===== src/hw/dpll_cfg_defs.svh =====
`ifndef DPLL_CFG_DEFS_SVH
`define DPLL_CFG_DEFS_SVH

// register addresses on the microprocessor port
`define MAIN_DAMP_ADDR      7'h6B
`define AUX_GAIN_ADDR       7'h6C
`define MAIN_GAIN_ADDR      7'h6D

// reset values
`define MAIN_DAMP_RESET     8'h13
`define AUX_GAIN_RESET      8'hC2

// field positions
`define AUTO_EN_BIT         7
`define ANALOG_GAIN_MSB     6
`define ANALOG_GAIN_LSB     4
`define LOW_FIELD_MSB       2
`define LOW_FIELD_LSB       0

// damping codes
`define DAMP_MIN            3'h1
`define DAMP_MAX            3'h5
`define DAMP_DEFAULT        3'h3

`endif


===== src/hw/dpll_cfg_pkg.sv =====
package dpll_cfg_pkg;

  // host port access carrier
  typedef struct packed {
    logic       wr;
    logic       rd;
    logic [6:0] addr;
    logic [7:0] wdata;
  } cpu_req_t;

  // gain selection handed to the loop of a pll
  typedef struct packed {
    logic       auto_en;
    logic       use_low_ref;
    logic [2:0] pd2_gain;
    logic [2:0] damping;
    logic       damping_valid;
  } loop_cfg_t;

  // locking mode seen by a pll
  typedef enum logic [1:0] {
    MODE_ANALOG  = 2'b01,
    MODE_DIGITAL = 2'b10
  } lock_mode_t;

endpackage


===== src/hw/dpll_loop_config_regs.sv =====
`timescale 1ns/10ps
`default_nettype none
`include "dpll_cfg_defs.svh"

// Function
// - main damping register, reset 0x13, bits 7,3 zero
// - bits 6:4 low-ref analog gain, needs auto-gain
// - bits 2:0 damping code, 1 to 5 valid
// - damping defaults to code 3
// - aux gain register, reset 0xC2, three fields
// - aux analog gain ignored when auto disabled
module dpll_loop_config_regs (
  input  wire logic                    sys_clk,
  input  wire logic                    reset_n,
  input  wire dpll_cfg_pkg::cpu_req_t  cpu_req,
  input  wire logic                    main_auto_gain_en,
  input  wire dpll_cfg_pkg::lock_mode_t main_lock_mode,
  input  wire logic                    main_ref_low_rate,
  input  wire dpll_cfg_pkg::lock_mode_t aux_lock_mode,
  output var  logic [7:0]              cpu_rdata,
  output var  logic                    cpu_rvalid,
  output var  dpll_cfg_pkg::loop_cfg_t main_loop_cfg,
  output var  dpll_cfg_pkg::loop_cfg_t aux_loop_cfg
);
  import dpll_cfg_pkg::*;

  // stored images of the two registers and their next values
  logic [7:0] main_pll_damping_cfg_reg;
  logic [7:0] main_pll_damping_cfg_next;
  logic [7:0] aux_pll_phase_gain_cfg_reg;
  logic [7:0] aux_pll_phase_gain_cfg_next;

  // decoded host strobes and the read answer before its flops
  logic       main_wr_hit;
  logic       aux_wr_hit;
  logic       rvalid_next;
  logic [7:0] rdata_next;

  // loop settings before the output flops
  logic       main_low_ref_sel;
  logic       aux_analog_sel;
  loop_cfg_t  main_loop_next;
  loop_cfg_t  aux_loop_next;

  // true when a host strobe points at the given register
  function automatic logic addr_hit(input logic [6:0] addr,
                                    input logic [6:0] target);
    addr_hit = (addr == target);
  endfunction

  // true when a loop reports analog feedback locking
  function automatic logic is_analog(input lock_mode_t mode);
    is_analog = (mode == MODE_ANALOG);
  endfunction

  // damping code is usable only inside 1..5; 0, 6 and 7 are unused codes
  function automatic logic damp_ok(input logic [2:0] code);
    damp_ok = (code >= `DAMP_MIN) && (code <= `DAMP_MAX);
  endfunction

  // upper three-bit gain field of either register
  function automatic logic [2:0] upper_field(input logic [7:0] word);
    upper_field = word[`ANALOG_GAIN_MSB:`ANALOG_GAIN_LSB];
  endfunction

  // lower three-bit field: damping code or digital-mode gain
  function automatic logic [2:0] lower_field(input logic [7:0] word);
    lower_field = word[`LOW_FIELD_MSB:`LOW_FIELD_LSB];
  endfunction

  // main damping image as stored: bits 7 and 3 forced to zero
  function automatic logic [7:0] main_damp_image(input logic [7:0] wdata);
    main_damp_image = {1'h0, upper_field(wdata), 1'h0, lower_field(wdata)};
  endfunction

  // aux gain image as stored: bit 3 forced to zero
  function automatic logic [7:0] aux_gain_image(input logic [7:0] wdata);
    aux_gain_image = {wdata[`AUTO_EN_BIT], upper_field(wdata), 1'h0, lower_field(wdata)};
  endfunction

  // register image for a read address; unmapped addresses read as zero
  function automatic logic [7:0] read_word(input logic [6:0] addr,
                                           input logic [7:0] main_word,
                                           input logic [7:0] aux_word);
    unique case (addr)
      `MAIN_DAMP_ADDR: read_word = main_word;
      `AUX_GAIN_ADDR:  read_word = aux_word;
      default:         read_word = 8'h00;
    endcase
  endfunction

  // write decode; a write to any other address is ignored
  always_comb begin
    main_wr_hit = cpu_req.wr && addr_hit(cpu_req.addr, `MAIN_DAMP_ADDR);
    aux_wr_hit  = cpu_req.wr && addr_hit(cpu_req.addr, `AUX_GAIN_ADDR);
  end

  // next value of the main damping register
  always_comb begin
    main_pll_damping_cfg_next = main_pll_damping_cfg_reg;
    if (main_wr_hit) begin
      main_pll_damping_cfg_next = main_damp_image(cpu_req.wdata);
    end
  end

  // next value of the aux gain register
  always_comb begin
    aux_pll_phase_gain_cfg_next = aux_pll_phase_gain_cfg_reg;
    if (aux_wr_hit) begin
      aux_pll_phase_gain_cfg_next = aux_gain_image(cpu_req.wdata);
    end
  end

  // main damping register; holds its reset image until written
  always_ff @(posedge sys_clk or negedge reset_n) begin
    if (!reset_n) begin
      main_pll_damping_cfg_reg <= `MAIN_DAMP_RESET;
    end else begin
      main_pll_damping_cfg_reg <= main_pll_damping_cfg_next;
    end
  end

  // aux gain register; auto-gain selection is on after reset
  always_ff @(posedge sys_clk or negedge reset_n) begin
    if (!reset_n) begin
      aux_pll_phase_gain_cfg_reg <= `AUX_GAIN_RESET;
    end else begin
      aux_pll_phase_gain_cfg_reg <= aux_pll_phase_gain_cfg_next;
    end
  end

  // read answer; a read in the cycle of a write returns the old value
  always_comb begin
    rvalid_next = cpu_req.rd;
    rdata_next  = cpu_rdata;
    if (cpu_req.rd) begin
      rdata_next = read_word(cpu_req.addr, main_pll_damping_cfg_reg,
                             aux_pll_phase_gain_cfg_reg);
    end
  end

  // read strobe flop; the answer is flagged for one cycle
  always_ff @(posedge sys_clk or negedge reset_n) begin
    if (!reset_n) begin
      cpu_rvalid <= 1'h0;
    end else begin
      cpu_rvalid <= rvalid_next;
    end
  end

  // read data flop; holds until the next read
  always_ff @(posedge sys_clk or negedge reset_n) begin
    if (!reset_n) begin
      cpu_rdata <= 8'h00;
    end else begin
      cpu_rdata <= rdata_next;
    end
  end

  // low-ref gain only with auto-gain, analog feedback and a slow reference
  always_comb begin
    main_low_ref_sel = main_auto_gain_en
                       && is_analog(main_lock_mode)
                       && main_ref_low_rate;
  end

  // main loop settings before the flop; gain field zero when not selected
  always_comb begin
    main_loop_next               = '0;
    main_loop_next.auto_en       = main_auto_gain_en;
    main_loop_next.use_low_ref   = main_low_ref_sel;
    main_loop_next.damping       = lower_field(main_pll_damping_cfg_reg);
    main_loop_next.damping_valid = damp_ok(lower_field(main_pll_damping_cfg_reg));
    if (main_low_ref_sel) begin
      main_loop_next.pd2_gain = upper_field(main_pll_damping_cfg_reg);
    end
  end

  // main loop output flop
  always_ff @(posedge sys_clk or negedge reset_n) begin
    if (!reset_n) begin
      main_loop_cfg <= '0;
    end else begin
      main_loop_cfg <= main_loop_next;
    end
  end

  // aux analog field only while auto-gain is on and the loop locks analog
  always_comb begin
    aux_analog_sel = aux_pll_phase_gain_cfg_reg[`AUTO_EN_BIT]
                     && is_analog(aux_lock_mode);
  end

  // aux loop settings; this loop carries no damping or low-ref field
  always_comb begin
    aux_loop_next         = '0;
    aux_loop_next.auto_en = aux_pll_phase_gain_cfg_reg[`AUTO_EN_BIT];
    if (aux_analog_sel) begin
      aux_loop_next.pd2_gain = upper_field(aux_pll_phase_gain_cfg_reg);
    end else begin
      aux_loop_next.pd2_gain = lower_field(aux_pll_phase_gain_cfg_reg);
    end
  end

  // aux loop output flop
  always_ff @(posedge sys_clk or negedge reset_n) begin
    if (!reset_n) begin
      aux_loop_cfg <= '0;
    end else begin
      aux_loop_cfg <= aux_loop_next;
    end
  end

  // the loops read these settings every cycle; a host write reaches
  // them two edges later: one edge into the register, one into the
  // output flop, so a loop never sees a half-written register
  // the main auto-gain enable lives in a register outside this bank
  // and arrives here as a level on the same clock

endmodule
`default_nettype wire


===== config.mk =====
export PLATFORM = sky130hd
export DESIGN_NAME = dpll_loop_config_regs
export DESIGN_NICKNAME = d
export VERILOG_FILES = /design/src/hw/dpll_cfg_pkg.sv /design/src/hw/dpll_loop_config_regs.sv
export VERILOG_INCLUDE_DIRS = /design/src /design/src/hw
export SDC_FILE = /design/constraint.sdc
export NUM_CORES = 1
export LEC_CHECK = 0
export ABC_CLOCK_PERIOD_IN_PS = 1300
export BUFFER_PORTS_ARGS = -buffer_cell sky130_fd_sc_hd__buf_2
export CAP_MARGIN = 5
export CORE_ASPECT_RATIO = 0.7
export CORE_MARGIN = 1.5
export CORE_UTILIZATION = 42
export CTS_CLUSTER_DIAMETER = 30
export DETAILED_ROUTE_END_ITERATION = 10
export PLACE_DENSITY = 0.73
export SETUP_SLACK_MARGIN = 0.3
export SYNTH_ARGS = -nofsm -noshare
export SYNTH_HDL_FRONTEND = slang
export SYNTH_SLANG_ARGS = --single-unit

===== constraint.sdc =====
create_clock -name sys_clk -period 1.3 [get_ports sys_clk]
set_clock_uncertainty 0.2 [all_clocks]
set_input_delay 0.39 -clock sys_clk [delete_from_list [all_inputs] [get_ports sys_clk]]
set_output_delay 0.39 -clock sys_clk [all_outputs]
set_load 0.005 [all_outputs]

Word-level counts from Yosys, hierarchy flattened
Index checks and enable logic that the tools add are counted.

operators by class
  order comparisons = 2
  equality and inequality tests = 4
  multiplexer cells = 3
  reductions and logical operators = 6

operator list
  cell                                                                   number
  8-bit one-hot mux with 2 select lines                                  1
  7-bit equality test, second input constant                             2
  1-bit logical AND                                                      6
  3-bit two-way mux                                                      2
  2-bit by 1-bit equality test with 1-bit output, second input constant  2
  3-bit by 1-bit >= comparator with 1-bit output, second input constant  1
  3-bit less-or-equal comparator, second input constant                  1

word-level totals
  register bits = 35
  bits of input ports = 25
  output and inout port bits = 27
  logic and storage cells = 26

Longest topological paths before layout
Gate-level depths: netlist (run 1).

  depth after elaboration = 4
  depth in mapped cells = 4
  mapped depth without buffers = 3

Worst setup path before layout (run 1)
OpenSTA, ideal clock, no wires.

  kind = input-to-reg
  start point = in cpu_req[8] (netlist name)
  end point = reg main_pll_damping_cfg_reg[2]
  library setup time = 0.125 ns
  arrival time = 1.169 ns
  required time = 0.975 ns
  slack = -0.193 ns
  stages on the path = 4
  path buffers = 1
  path through = and3b_2 > clkbuf_4 > nand3_4 > mux2_2

between the ends
  word-level cells in the longest chain between the ends = 2

ends and longest elaborated chain
  element                 line                          text
  start: declaration      dpll_loop_config_regs.sv:15   input wire dpll_cfg_pkg::cpu_req_t cpu_req,
  7-bit equality test     dpll_loop_config_regs.sv:48   addr_hit = (addr == target);
  1-bit logical AND       dpll_loop_config_regs.sv:94   main_wr_hit = cpu_req.wr && addr_hit(cpu_req.addr, `MAIN_DAMP_ADDR);
  end signal: assignment  dpll_loop_config_regs.sv:117  main_pll_damping_cfg_reg <= `MAIN_DAMP_RESET;
  end signal: assignment  dpll_loop_config_regs.sv:119  main_pll_damping_cfg_reg <= main_pll_damping_cfg_next;
  end: declaration        dpll_loop_config_regs.sv:28   logic [7:0] main_pll_damping_cfg_reg;

Every way passes these cells.
A chain may end at the register's enable or synchronous reset.

Final worst setup path (run 1)
  start point = reg cpu_rdata[5]
  end point = out cpu_rdata[5]

RTL lines
  element                   line                          text
  start: declaration        dpll_loop_config_regs.sv:20   output var logic [7:0] cpu_rdata,
  start signal: assignment  dpll_loop_config_regs.sv:156  cpu_rdata <= rdata_next;

No word-level cell between the ends.

==> results of run 1 <==
-- per-layer routing --
metal | part of all wire [%] | track usage (%) | vias to the layer above
met2 | 52 | 30.5 | 34
met5 | 0 | 0 | -
met1 | 41 | 19.2 | 473
met3 | 6.0 | 7.83 | 6
met4 | 1.1 | 5.66 | 0
li1 | - | - | 431
-- per-stage QoR --
step / TNS (ps) / hold WS, ps / cell area, um2 / setup WS, ps / utilization (%)
after floorplan: -1920 / -106 / 1370 / -174 / -
after global placement: -4640 / 74.2 / 1640 / -292 / 56.0
after detailed placement: -4980 / 80.2 / 1640 / -307 / 56.0
after CTS: -1530 / -222 / 1820 / -91.9 / 62.2
after global routing: -2230 / -223 / 1850 / -111 / 63.2
final: -1330 / -223 / 1850 / -77.4 / 63.2
-- layout by cell type (no fill, tap or decap) --
cell / count
conb_1: 6
dfstp_2: 6
o22ai_2: 1
buf_8: 2
buf_12: 2
and4b_1: 1
mux2_2: 16
dfrtp_1: 28
and2_1: 3
clkbuf_8: 6
nand3b_1: 1
nor3b_4: 1
o22ai_1: 6
nor3_2: 1
a21oi_1: 1
nand2_2: 1
buf_2: 42
buf_4: 7
nand2_4: 1
a22oi_2: 6
clkbuf_1: 2
nand3_4: 2
buf_6: 2
inv_1: 7
and3b_2: 1
and4b_2: 1
-- final cells by class --
type / instances / share of cell area [%]
timing repair buffer: 55 / 19.2
tap: 36 / 2.44
sequential: 34 / 46.5
clock buffer: 8 / 4.88
multi-input combinational: 49 / 25.5
inverter: 7 / 1.42
-- worst register-to-register path: stages (launching register included) --
cell      delay [ps]
dfstp_2          540
nand3b_1         140
mux2_2           310
-- final timing paths --
| path | from | to | slack (ps) | depth (start not counted) |
|---|---|---|---|---|
| setup / recovery | cpu_rdata[5] | cpu_rdata[5] | -80 | 1 |
| hold / removal | reset_n | main_loop_cfg[0] | -220 | 1 |
| setup reg to reg | aux_pll_phase_gain_cfg_reg[7] | aux_loop_cfg[6] | 0 | 2 |
| min in group sys_clk | main_auto_gain_en | main_loop_cfg[8] | 30 | 1 |
| hold reg to reg | main_pll_damping_cfg_reg[0] | main_loop_cfg[1] | 230 | 0 |
| max in group asynchronous | reset_n | aux_pll_phase_gain_cfg_reg[6] | 680 | 2 |
-- what timing repair did --
action / in CTS / in global routing
endpoints found under the setup margin: 45 / 45
gates resized for setup: 13 / 3
hold endpoints to repair: 8 / 8
buffers inserted: 4 / 2
pin swaps: 6 / 6
gates cloned: 0 / 0
-- report_power, final --
| group | internal [mW] | switching, mW |
|---|---|---|
| sequential | 1.13 | 0.0419 |
| combinational | 0.119 | 0.0968 |
| clock | 0.431 | 0.346 |
| total | 1.68 | 0.484 |
-- kinds of logic (layout without fill, tap and decap cells) --
family | count (synthesis) | after routing | share of synthesized area [%]
buf+inv | 15 | 70 | 6.16
other cells | 1 | 6 | 0.280
mux | 16 | 16 | 13.4
flops | 34 | 34 | 64.0
compound gates | 14 | 14 | 7.00
simple gates | 13 | 13 | 9.14
==> summary.txt, run 1 <==
STA
  • F_max: a little over 0.7 GHz
  • Fin crit share: 106%
  • Hold WS: -223 ps
  • Final Hold Fails: 8
  • Max-slew violations: 0
  • Setup-failing EPs final: 31
  • Fin crit period: between 1000 and 1500 ps
  • Final worst slack: -77.4 ps
  • RSZ-0062 raised after global routing: yes

Route
  • Final wirelength: ~2.8 mm
  • Vias: between 900 and 1k
  • DRC: 0
  • Drt pass-1 iters: 2
  • WL per Instance: 14.9 um
  • Iter 0 DRT Violations: 31
  • Via/cell ratio: about 5.0
  • Post-route ant nets: 0

CTS
  • Clock Latency Late Sink: 280 ps
  • Sink Count: 34
  • Clock root buffer: clkbuf_8
  • CTS Buf Count: 5
  • Longest Clk Path Bufs: 2
  • CTS H-tree lvls: 2
  • Worst-path clk slew: roughly 60 ps
  • CTS tree: yes

Worst setup path
  • Worst EP arrival: a little under 800 ps
  • Crit Path Category: register to output port
  • Critical path required time: ~700 ps
  • Delay-heaviest family, CP: flip-flops
  • Setup crit end kind: output port
  • Critical path buffers and inverters: 1
  • Crit path launch type: register
  • CP Max Fanout: 2
  • Crit-path slowest cell: dfrtp_1
  • CP Cell Sequence: buf_2
  • CP max stage delay: approximately 380 ps

Synth
  • Mapped cell area: ~1300 um2
  • Number of flops mapped to enable cells by yosys: 0
  • Ranking of synthesized cells by area: dfrtp_1 52%, mux2_2 13%, dfstp_2 12%
  • Synth top area share: 52.2%
  • Mean Syn Cell Area: 14.4 um2
  • Yosys warns: 0
  • Commonest cells in the netlist: 28 x dfrtp_1, 16 x mux2_2, 7 x inv_1, 7 x o22ai_1
  • Most used DFF post-synth: dfrtp_1
  • Number of synthesized register bits: 34
  • Largest area contributor in the netlist: dfrtp_1
  • Synth unique cells: 19
  • Top-count cell post-synth: dfrtp_1
  • Sequential area share after synthesis: between 60 and 70%
  • Ys async rst share: 100%
  • Synthesized instance count: 93

Die
  • IO Pins: 52
  • Core Box Area: about 2900 um2
  • Initial Utilization: between 40% and 50%
  • Die width: around 71 um
  • Core Rows: 16
  • Die height: ~50 um
  • Die area: around 3500 um2

Power and ir drop
  • Max VDD drop: 643 uV
  • Tot Pwr: 2.17 mW
  • Pwr dens: between 1000 and 1500 nW/um2
  • Pleak: roughly 0.94 nW

Final layout
  • NumNets Final: about 180
  • Max FFs per register: 9
  • # fillers: ~220
  • Layout overhead on the synthesized area: 37.7%
  • Finished Layout Cells: 189
  • Multi-input logic area: about 470 um2
  • Share of cells above drive strength 1: around 64%
  • FF/Latch Area: roughly 860 um2
  • # diodes: 0

Placement
  • Routability cong.: ~0.80
  • Dpl hpwl: between 2 and 2.5 mm
  • Placed Cells incl. Taps: roughly 180
  • Port Buffer Count: 44

Global routing
  • Vias in the first global route: 956
  • First-pass GRT wire length: about 4.5 mm
  • GRT overflow: 0
  • Initial antenna violation count: 0
  • Largest net degree at the start of global routing: 15
  • Total track usage: 17.4%

Hold path
  • Worst Hold Class: input port to asynchronous set/reset pin

Outcome
  • Status: complete, but fails checks
  • Failing checks: hold timing, setup timing

Run
  • Max cap viols: 0
No activity file was read; power rests on OpenSTA's default activity.
==> run 2, diff against run 1 <==
--- a/config.mk
+++ b/config.mk
@@ -6,7 +6,7 @@
 export SDC_FILE = /design/constraint.sdc
 export NUM_CORES = 1
 export LEC_CHECK = 0
-export ABC_CLOCK_PERIOD_IN_PS = 1300
+export ABC_CLOCK_PERIOD_IN_PS = 1100
 export BUFFER_PORTS_ARGS = -buffer_cell sky130_fd_sc_hd__buf_2
 export CAP_MARGIN = 5
 export CORE_ASPECT_RATIO = 0.7
==> constraint.sdc (replaced) <==
create_clock -name sys_clk -period 1.1 [get_ports sys_clk]
set_clock_uncertainty 0.2 [all_clocks]
set_input_delay 0.33 -clock sys_clk [delete_from_list [all_inputs] [get_ports sys_clk]]
set_output_delay 0.33 -clock sys_clk [all_outputs]
set_load 0.005 [all_outputs]
==> run 2 against run 1 <==
- the flow still finishes with violations (hold timing, setup timing)
- routed wire length rose by 3.6%
- non-clock buffer count is 1 higher
- sequential power rose by 19%
- clock-buffer cell count unchanged
- die area stayed put
- largest cell class unchanged
==> summary.txt, run 2 (synthesis results as in run 1) <==
Global routing
  • Initial antenna violation count: 0 (unchanged)
  • GRT overflow: 0 (unchanged)
  • First-pass GRT wire length: 4.49 mm (+0.60%)
  • Largest net degree at the start of global routing: 35 (+20)
  • Total track usage: 17.5% (+0.031 points)
  • Vias in the first global route: 962 (+0.63%)

Outcome
  • Status: complete, but fails checks
  • Failing checks: hold timing, setup timing

Final layout
  • NumNets Final: 178 (+0.56%)
  • Share of cells above drive strength 1: 67.5% (+3.5 points)
  • Max FFs per register: 9 (unchanged)
  • # diodes: 0 (unchanged)
  • # fillers: 235 (+4.9%)
  • Design area: 1890 um2 (+2.5%)
  • Most frequent cells in the layout: 41 x buf_2, 28 x dfrtp_1, 15 x mux2_2, 9 x buf_6
  • Most common cell after layout, fill and taps aside: buf_2
  • Layout overhead on the synthesized area: 41.1%

Power and ir drop
  • Max VDD drop: 982 uV (+53%)
  • Clk pwr share: 34.0% (-1.9 points)
  • Combinational Power Share: 10.6% (+0.6 points)
  • Pleak: 0.942 nW (+0.35%)
  • Sw frac: 22.9% (+0.58 points)
  • Pwr dens: 1330 nW/um2 (+13%)
  • Flop pwr share: 55.3% (+1.1 points)
  • Tot Pwr: 2.51 mW (+16%)
  • Net Switching: 0.576 mW (+19%)
  • P_int: 1.93 mW (+15%)

Run
  • Max cap viols: 0 (unchanged)

Die
  • Core Box Area: 2920 um2 (unchanged)
  • Die height: 50.3 um (unchanged)
  • Initial Utilization: 45.9% (unchanged)
  • IO Pins: 52 (unchanged)
  • Die width: 70.5 um (unchanged)
  • Die area: 3550 um2 (unchanged)
  • Core Rows: 16 (unchanged)

Worst setup path
  • Delay-heaviest family, CP: flip-flops
  • Crit Path Category: register to register
  • CP max stage delay: 540 ps (+160 ps)
  • Crit-path slowest cell: dfstp_2
  • Worst EP arrival: 1300 ps (+510 ps)
  • Crit path launch type: register
  • Critical path required time: 1060 ps (+350 ps)
  • R2R cell count: 2 (unchanged)
  • CP Cell Sequence: nand3b_1 -> mux2_2
  • Critical path buffers and inverters: 0 (-1)
  • Setup crit end kind: register
  • Critical path depth: 2 (+1)
  • CP Max Fanout: 3 (+1)

STA
  • F_max: between 0.7 and 0.8 GHz
  • Final Hold Fails: 29 (+21)
  • Final worst slack: -236 ps (-158 ps)
  • Setup-failing EPs final: 44 (+42%)
  • Fin crit period: approximately 1300 ps
  • RSZ-0062 raised after global routing: yes
  • Hold WS: -210 ps (+12.8 ps)
  • Fin crit share: 121%
  • Max-slew violations: 0 (unchanged)

Route
  • Via/cell ratio: 5.02 (+0.53%)
  • Post-route ant nets: 0 (unchanged)
  • WL per Instance: 15.4 um (+3.1%)
  • Vias: 954 (+1.1%)
  • Final wirelength: 2.92 mm (+3.6%)
  • DRC: 0 (unchanged)
  • Drt pass-1 iters: 4 (+2)
  • Iter 0 DRT Violations: 39 (+26%)

Placement
  • Routability cong.: 0.789 (-0.97%)
  • Port Buffer Count: 44 (unchanged)
  • Cell Area, Placed: 1620 um2 (-0.92%)
  • Dpl hpwl: 2.03 mm (+0.70%)

CTS
  • CTS tree: yes
  • CTS H-tree lvls: 2 (unchanged)
  • Worst-path clk slew: 70 ps (about the same)
  • Longest Clk Path Bufs: 2 (unchanged)
  • Clock root buffer: clkbuf_8
  • Sink Count: 34 (unchanged)
  • Clock Latency Late Sink: 290 ps (about the same)
  • CTS Buf Count: 5 (unchanged)

Hold path
  • Worst Hold Class: input port to asynchronous set/reset pin
==> run 2: changes by cell type in the layout (fill, tap and decap cells not counted), moves of 2 or more <==
cell / before / now
buf_4: 7 / 5
buf_8: 2 / 0
o22ai_2: 1 / 7
o22ai_1: 6 / 0
buf_6: 2 / 9
==> run 2: worst register-to-register path, delay by kind of cell (launching register included) <==
kind,cells,cell delay [ps]
AND/OR/NAND/NOR,1,160
multiplexers,1,320
flip-flops,1,540
==> run 2: layout make-up <==
cell class,instances,area (um2),share of cell area [%]
clock buffers,8,80.1,4.23
inverters,7,26.3,1.39
multi-input cells,49,519,27.4
flip-flops and latches,34,858,45.3
well taps,36,45.0,2.38
repair buffers,56,364,19.2
==> run 2: path summary, 6_finish.rpt <==
check / from / to / slack (ps)
worst max-delay path: aux_pll_phase_gain_cfg_reg[7] / aux_loop_cfg[4] / -240
worst min register to register: main_pll_damping_cfg_reg[0] / main_loop_cfg[1] / 240
max in group asynchronous: reset_n / aux_pll_phase_gain_cfg_reg[7] / 660
worst max register to register: aux_pll_phase_gain_cfg_reg[7] / aux_loop_cfg[4] / -240
worst min-delay path: reset_n / main_pll_damping_cfg_reg[2] / -210
min in group sys_clk: main_auto_gain_en / main_loop_cfg[8] / -40
==> run 2: metal layers <==
metal / up-vias / GRT usage (%) / part of all wire (%)
met3: 4 / 8.84 / 7.4
met1: 470 / 21.7 / 41
li1: 439 / - / -
met2: 41 / 27.4 / 50
met5: - / 0 / 0
met4: 0 / 4.72 / 1.2
==> run 2: through the flow <==
step / utilization, % / setup WS [ps] / TNS [ps] / cells
2_1_floorplan: - / -314 / -4850 / 98
3_3_place_gp: 55.4 / -427 / -8190 / 174
3_5_place_dp: 55.4 / -477 / -8940 / 174
4_1_cts: 61.2 / -233 / -6910 / 185
5_1_grt: 64.8 / -258 / -8170 / 190
6_report: 64.8 / -236 / -7340 / 190
==> run 2: what timing repair did <==
item,4_1_cts,5_1_grt
endpoints found under the hold margin,29,29
endpoints found under the setup margin,51,51
pin swaps,11,9
resized for setup,13,13
setup buffers,3,5
==> run 2: power by group through the flow <==
stage | Clock [mW] | Combinational [mW] | Sequential, mW
floorplan | 0 | 0.105 | 1.40
global placement | 0 | 0.222 | 1.40
detailed placement | 0 | 0.231 | 1.40
CTS | 0.883 | 0.249 | 1.39
global route | 0.954 | 0.294 | 1.40
finish | 0.855 | 0.267 | 1.39
==> run 3, diff against run 2 <==
--- a/config.mk
+++ b/config.mk
@@ -14,8 +14,9 @@
 export CORE_UTILIZATION = 42
 export CTS_CLUSTER_DIAMETER = 30
 export DETAILED_ROUTE_END_ITERATION = 10
+export GPL_ROUTABILITY_DRIVEN = 0
 export PLACE_DENSITY = 0.73
-export SETUP_SLACK_MARGIN = 0.3
+export SETUP_SLACK_MARGIN = 0.05
 export SYNTH_ARGS = -nofsm -noshare
 export SYNTH_HDL_FRONTEND = slang
 export SYNTH_SLANG_ARGS = --single-unit
==> run 3 against run 2 <==
- via count decreased by 3.2%
- clock-buffer cell count decreased by 1
- hold slack improved by 280 ps
- sequential cell count unchanged
- largest power group unchanged
- cell area increased by 1.5%
- combinational power increased by 5%
- sequential share of layout area decreased by 0.65 points
- the run ends with setup timing left
- core utilization increased by 0.94 points
- register-to-register slack improved by 40 ps
- sequential power about the same
- routed wire length increased by 1.3%
- critical path depth decreased by 1
==> summary.txt, run 3 (synthesis results as in run 1) <==
Route
  • Iter 0 DRT Violations: 21 (-46%)
  • Final wirelength: 2.96 mm (+1.3%)
  • Drt pass-1 iters: 4 (unchanged)
  • DRC: 0 (unchanged)
  • Post-route ant nets: 0 (unchanged)
  • WL per Instance: 15.6 um (+1.8%)
  • Vias: 923 (-3.2%)
  • Via/cell ratio: 4.88 (-2.7%)

CTS
  • Sink Count: 34 (unchanged)
  • CTS tree: yes
  • Clock Latency Late Sink: 280 ps (about the same)
  • Clock root buffer: clkbuf_8
  • Longest Clk Path Bufs: 2 (unchanged)
  • Worst-path clk slew: 70 ps (about the same)
  • CTS Buf Count: 5 (unchanged)
  • CTS H-tree lvls: 2 (unchanged)

Worst setup path
  • CP Max Fanout: 2 (-1)
  • Critical path buffers and inverters: 1 (+1)
  • Crit path launch type: register
  • CP max stage delay: 380 ps (-160 ps)
  • Worst EP arrival: 790 ps (-510 ps)
  • Reg2reg start: aux_pll_phase_gain_cfg_reg[7]
  • Delay-heaviest family, CP: flip-flops
  • R2R cell count: 2 (unchanged)
  • Critical path required time: 570 ps (-490 ps)
  • Worst R2R Setup Slack: -200 ps (+40 ps)
  • Setup crit end kind: output port
  • Reg2reg end: aux_loop_cfg[6]
  • Crit-path slowest cell: dfrtp_1
  • CP Cell Sequence: buf_2
  • Crit Path Category: register to output port

STA
  • Fin crit period: 1320 ps (-18.7 ps)
  • Setup-failing EPs final: 40 (-9.1%)
  • Total negative slack: -6270 ps (+1070 ps)
  • Max-slew violations: 0 (unchanged)
  • Final worst slack: -217 ps (+18.7 ps)
  • RSZ-0062 raised after global routing: yes
  • Fin crit share: 120% (-1.7 points)
  • Hold WS: 65.8 ps (+276 ps)
  • F_max: 0.759 GHz (+1.4%)
  • Final Hold Fails: 0 (-100%)

Final layout
  • NumNets Final: 177 (-0.56%)
  • Most common cell after layout, fill and taps aside: buf_2
  • # fillers: 214 (-8.9%)
  • Max FFs per register: 9 (unchanged)
  • # diodes: 0 (unchanged)
  • Layout overhead on the synthesized area: 43.2%
  • Most frequent cells in the layout: 40 x buf_2, 28 x dfrtp_1, 15 x mux2_2, 7 x inv_1, 7 x buf_6
  • Share of cells above drive strength 1: 67.3% (-0.21 points)

Power and ir drop
  • Sw frac: 22.8% (-0.10 points)
  • P_int: 2.00 mW (+3.2%)
  • Pleak: 0.943 nW (+0.15%)
  • Net Switching: 0.591 mW (+2.6%)
  • Max VDD drop: 813 uV (-17%)
  • Pwr dens: 1350 nW/um2 (+1.6%)
  • Flop pwr share: 53.8% (-1.5 points)
  • Clk pwr share: 35.4% (+1.4 points)
  • Combinational Power Share: 10.8% (+0.2 points)

Placement
  • Dpl hpwl: 2.08 mm (+2.4%)
  • DP Worst Slack: -436 ps (+41.3 ps)
  • Port Buffer Count: 44 (unchanged)

Die
  • Die area: 3550 um2 (unchanged)
  • Initial Utilization: 45.9% (unchanged)
  • Die width: 70.5 um (unchanged)
  • Die height: 50.3 um (unchanged)
  • Core Box Area: 2920 um2 (unchanged)
  • Core Rows: 16 (unchanged)
  • IO Pins: 52 (unchanged)

Hold path
  • Hold Crit Depth: 1
  • Worst Hold Class: input port to register
  • WHS Endpoint: cpu_rvalid
  • Hold path start: cpu_req[15]

Global routing
  • Total track usage: 17.8% (+0.31 points)
  • Initial antenna violation count: 0 (unchanged)
  • First-pass GRT wire length: 4.71 mm (+4.9%)
  • GRT overflow: 0 (unchanged)
  • Largest net degree at the start of global routing: 35 (unchanged)
  • Vias in the first global route: 1012 (+5.2%)

Run
  • Max cap viols: 0 (unchanged)

Outcome
  • Failing checks: setup timing
  • Status: complete, but fails checks
## run 3: cell types whose count changed in the layout (fill, tap and decap cells not counted), sizes merged
cell,change
dlygate4sd3,+2
buf,-3
clkbuf,-1
clkinv,+1
## run 3: how the worst max path moves through the flow
| stage | slack (ps) | endpoint | startpoint | depth (start not counted) |
|---|---|---|---|---|
| floorplan | -310 | aux_pll_phase_gain_cfg_reg[0] | cpu_req[9] | 3 |
| global placement | -410 | aux_pll_phase_gain_cfg_reg[5] | cpu_req[12] | 4 |
| detailed placement | -440 | aux_pll_phase_gain_cfg_reg[4] | cpu_req[12] | 4 |
| CTS | -230 | cpu_rdata[0] | cpu_rdata[0] | 1 |
| global route | -270 | aux_loop_cfg[6] | aux_pll_phase_gain_cfg_reg[7] | 2 |
| finish | -220 | cpu_rdata[2] | cpu_rdata[2] | 1 |
## run 3: area by class of cell
type	count	area [um2]	share of cell area, %
Sequential cell	34	858	44.7
Clock buffer	7	86.3	4.50
Clock inverter	1	5.00	0.261
Tap cell	36	45.0	2.35
Multi-Input combinational cell	49	531	27.6
Inverter	7	26.3	1.37
Timing Repair Buffer	55	369	19.2
## run 3: timing repair
item | in CTS | in global routing
endpoints found under the setup margin | 44 | 45
hold buffers | 2 | 0
gates resized for setup | 20 | 9
setup buffers | 2 | 3
endpoints found under the hold margin | 29 | 0
pin swaps | 10 | 8
## run 3: routing by layer
| metal | GRT usage [%] | part of all wire [%] | wire, um | up-vias |
|---|---|---|---|---|
| met5 | 0 | 0 | 0 | - |
| met4 | 5.97 | 1.2 | 35 | 0 |
| met3 | 5.42 | 5.5 | 164 | 5 |
| met2 | 30.7 | 52 | 1530 | 35 |
| met1 | 21.5 | 42 | 1230 | 446 |
| li1 | - | - | - | 437 |
## run 3: stage by stage
stage,area (um2),total power [mW],std cells,util [%]
6_report,1920,2.59,189,65.7
2_1_floorplan,1370,1.50,98,-
3_3_place_gp,1640,1.63,176,56.2
5_1_grt,1920,2.71,189,65.7
3_5_place_dp,1640,1.64,176,56.2
4_1_cts,1880,2.59,188,64.2
## run 3: power by group through the flow
stage	Sequential, mW	Combinational (mW)	Clock, mW
4_1_cts	1.38	0.270	0.934
5_1_grt	1.40	0.305	1.00
3_5_place_dp	1.40	0.239	0
6_report	1.39	0.280	0.916
3_3_place_gp	1.40	0.231	0
2_1_floorplan	1.40	0.103	0
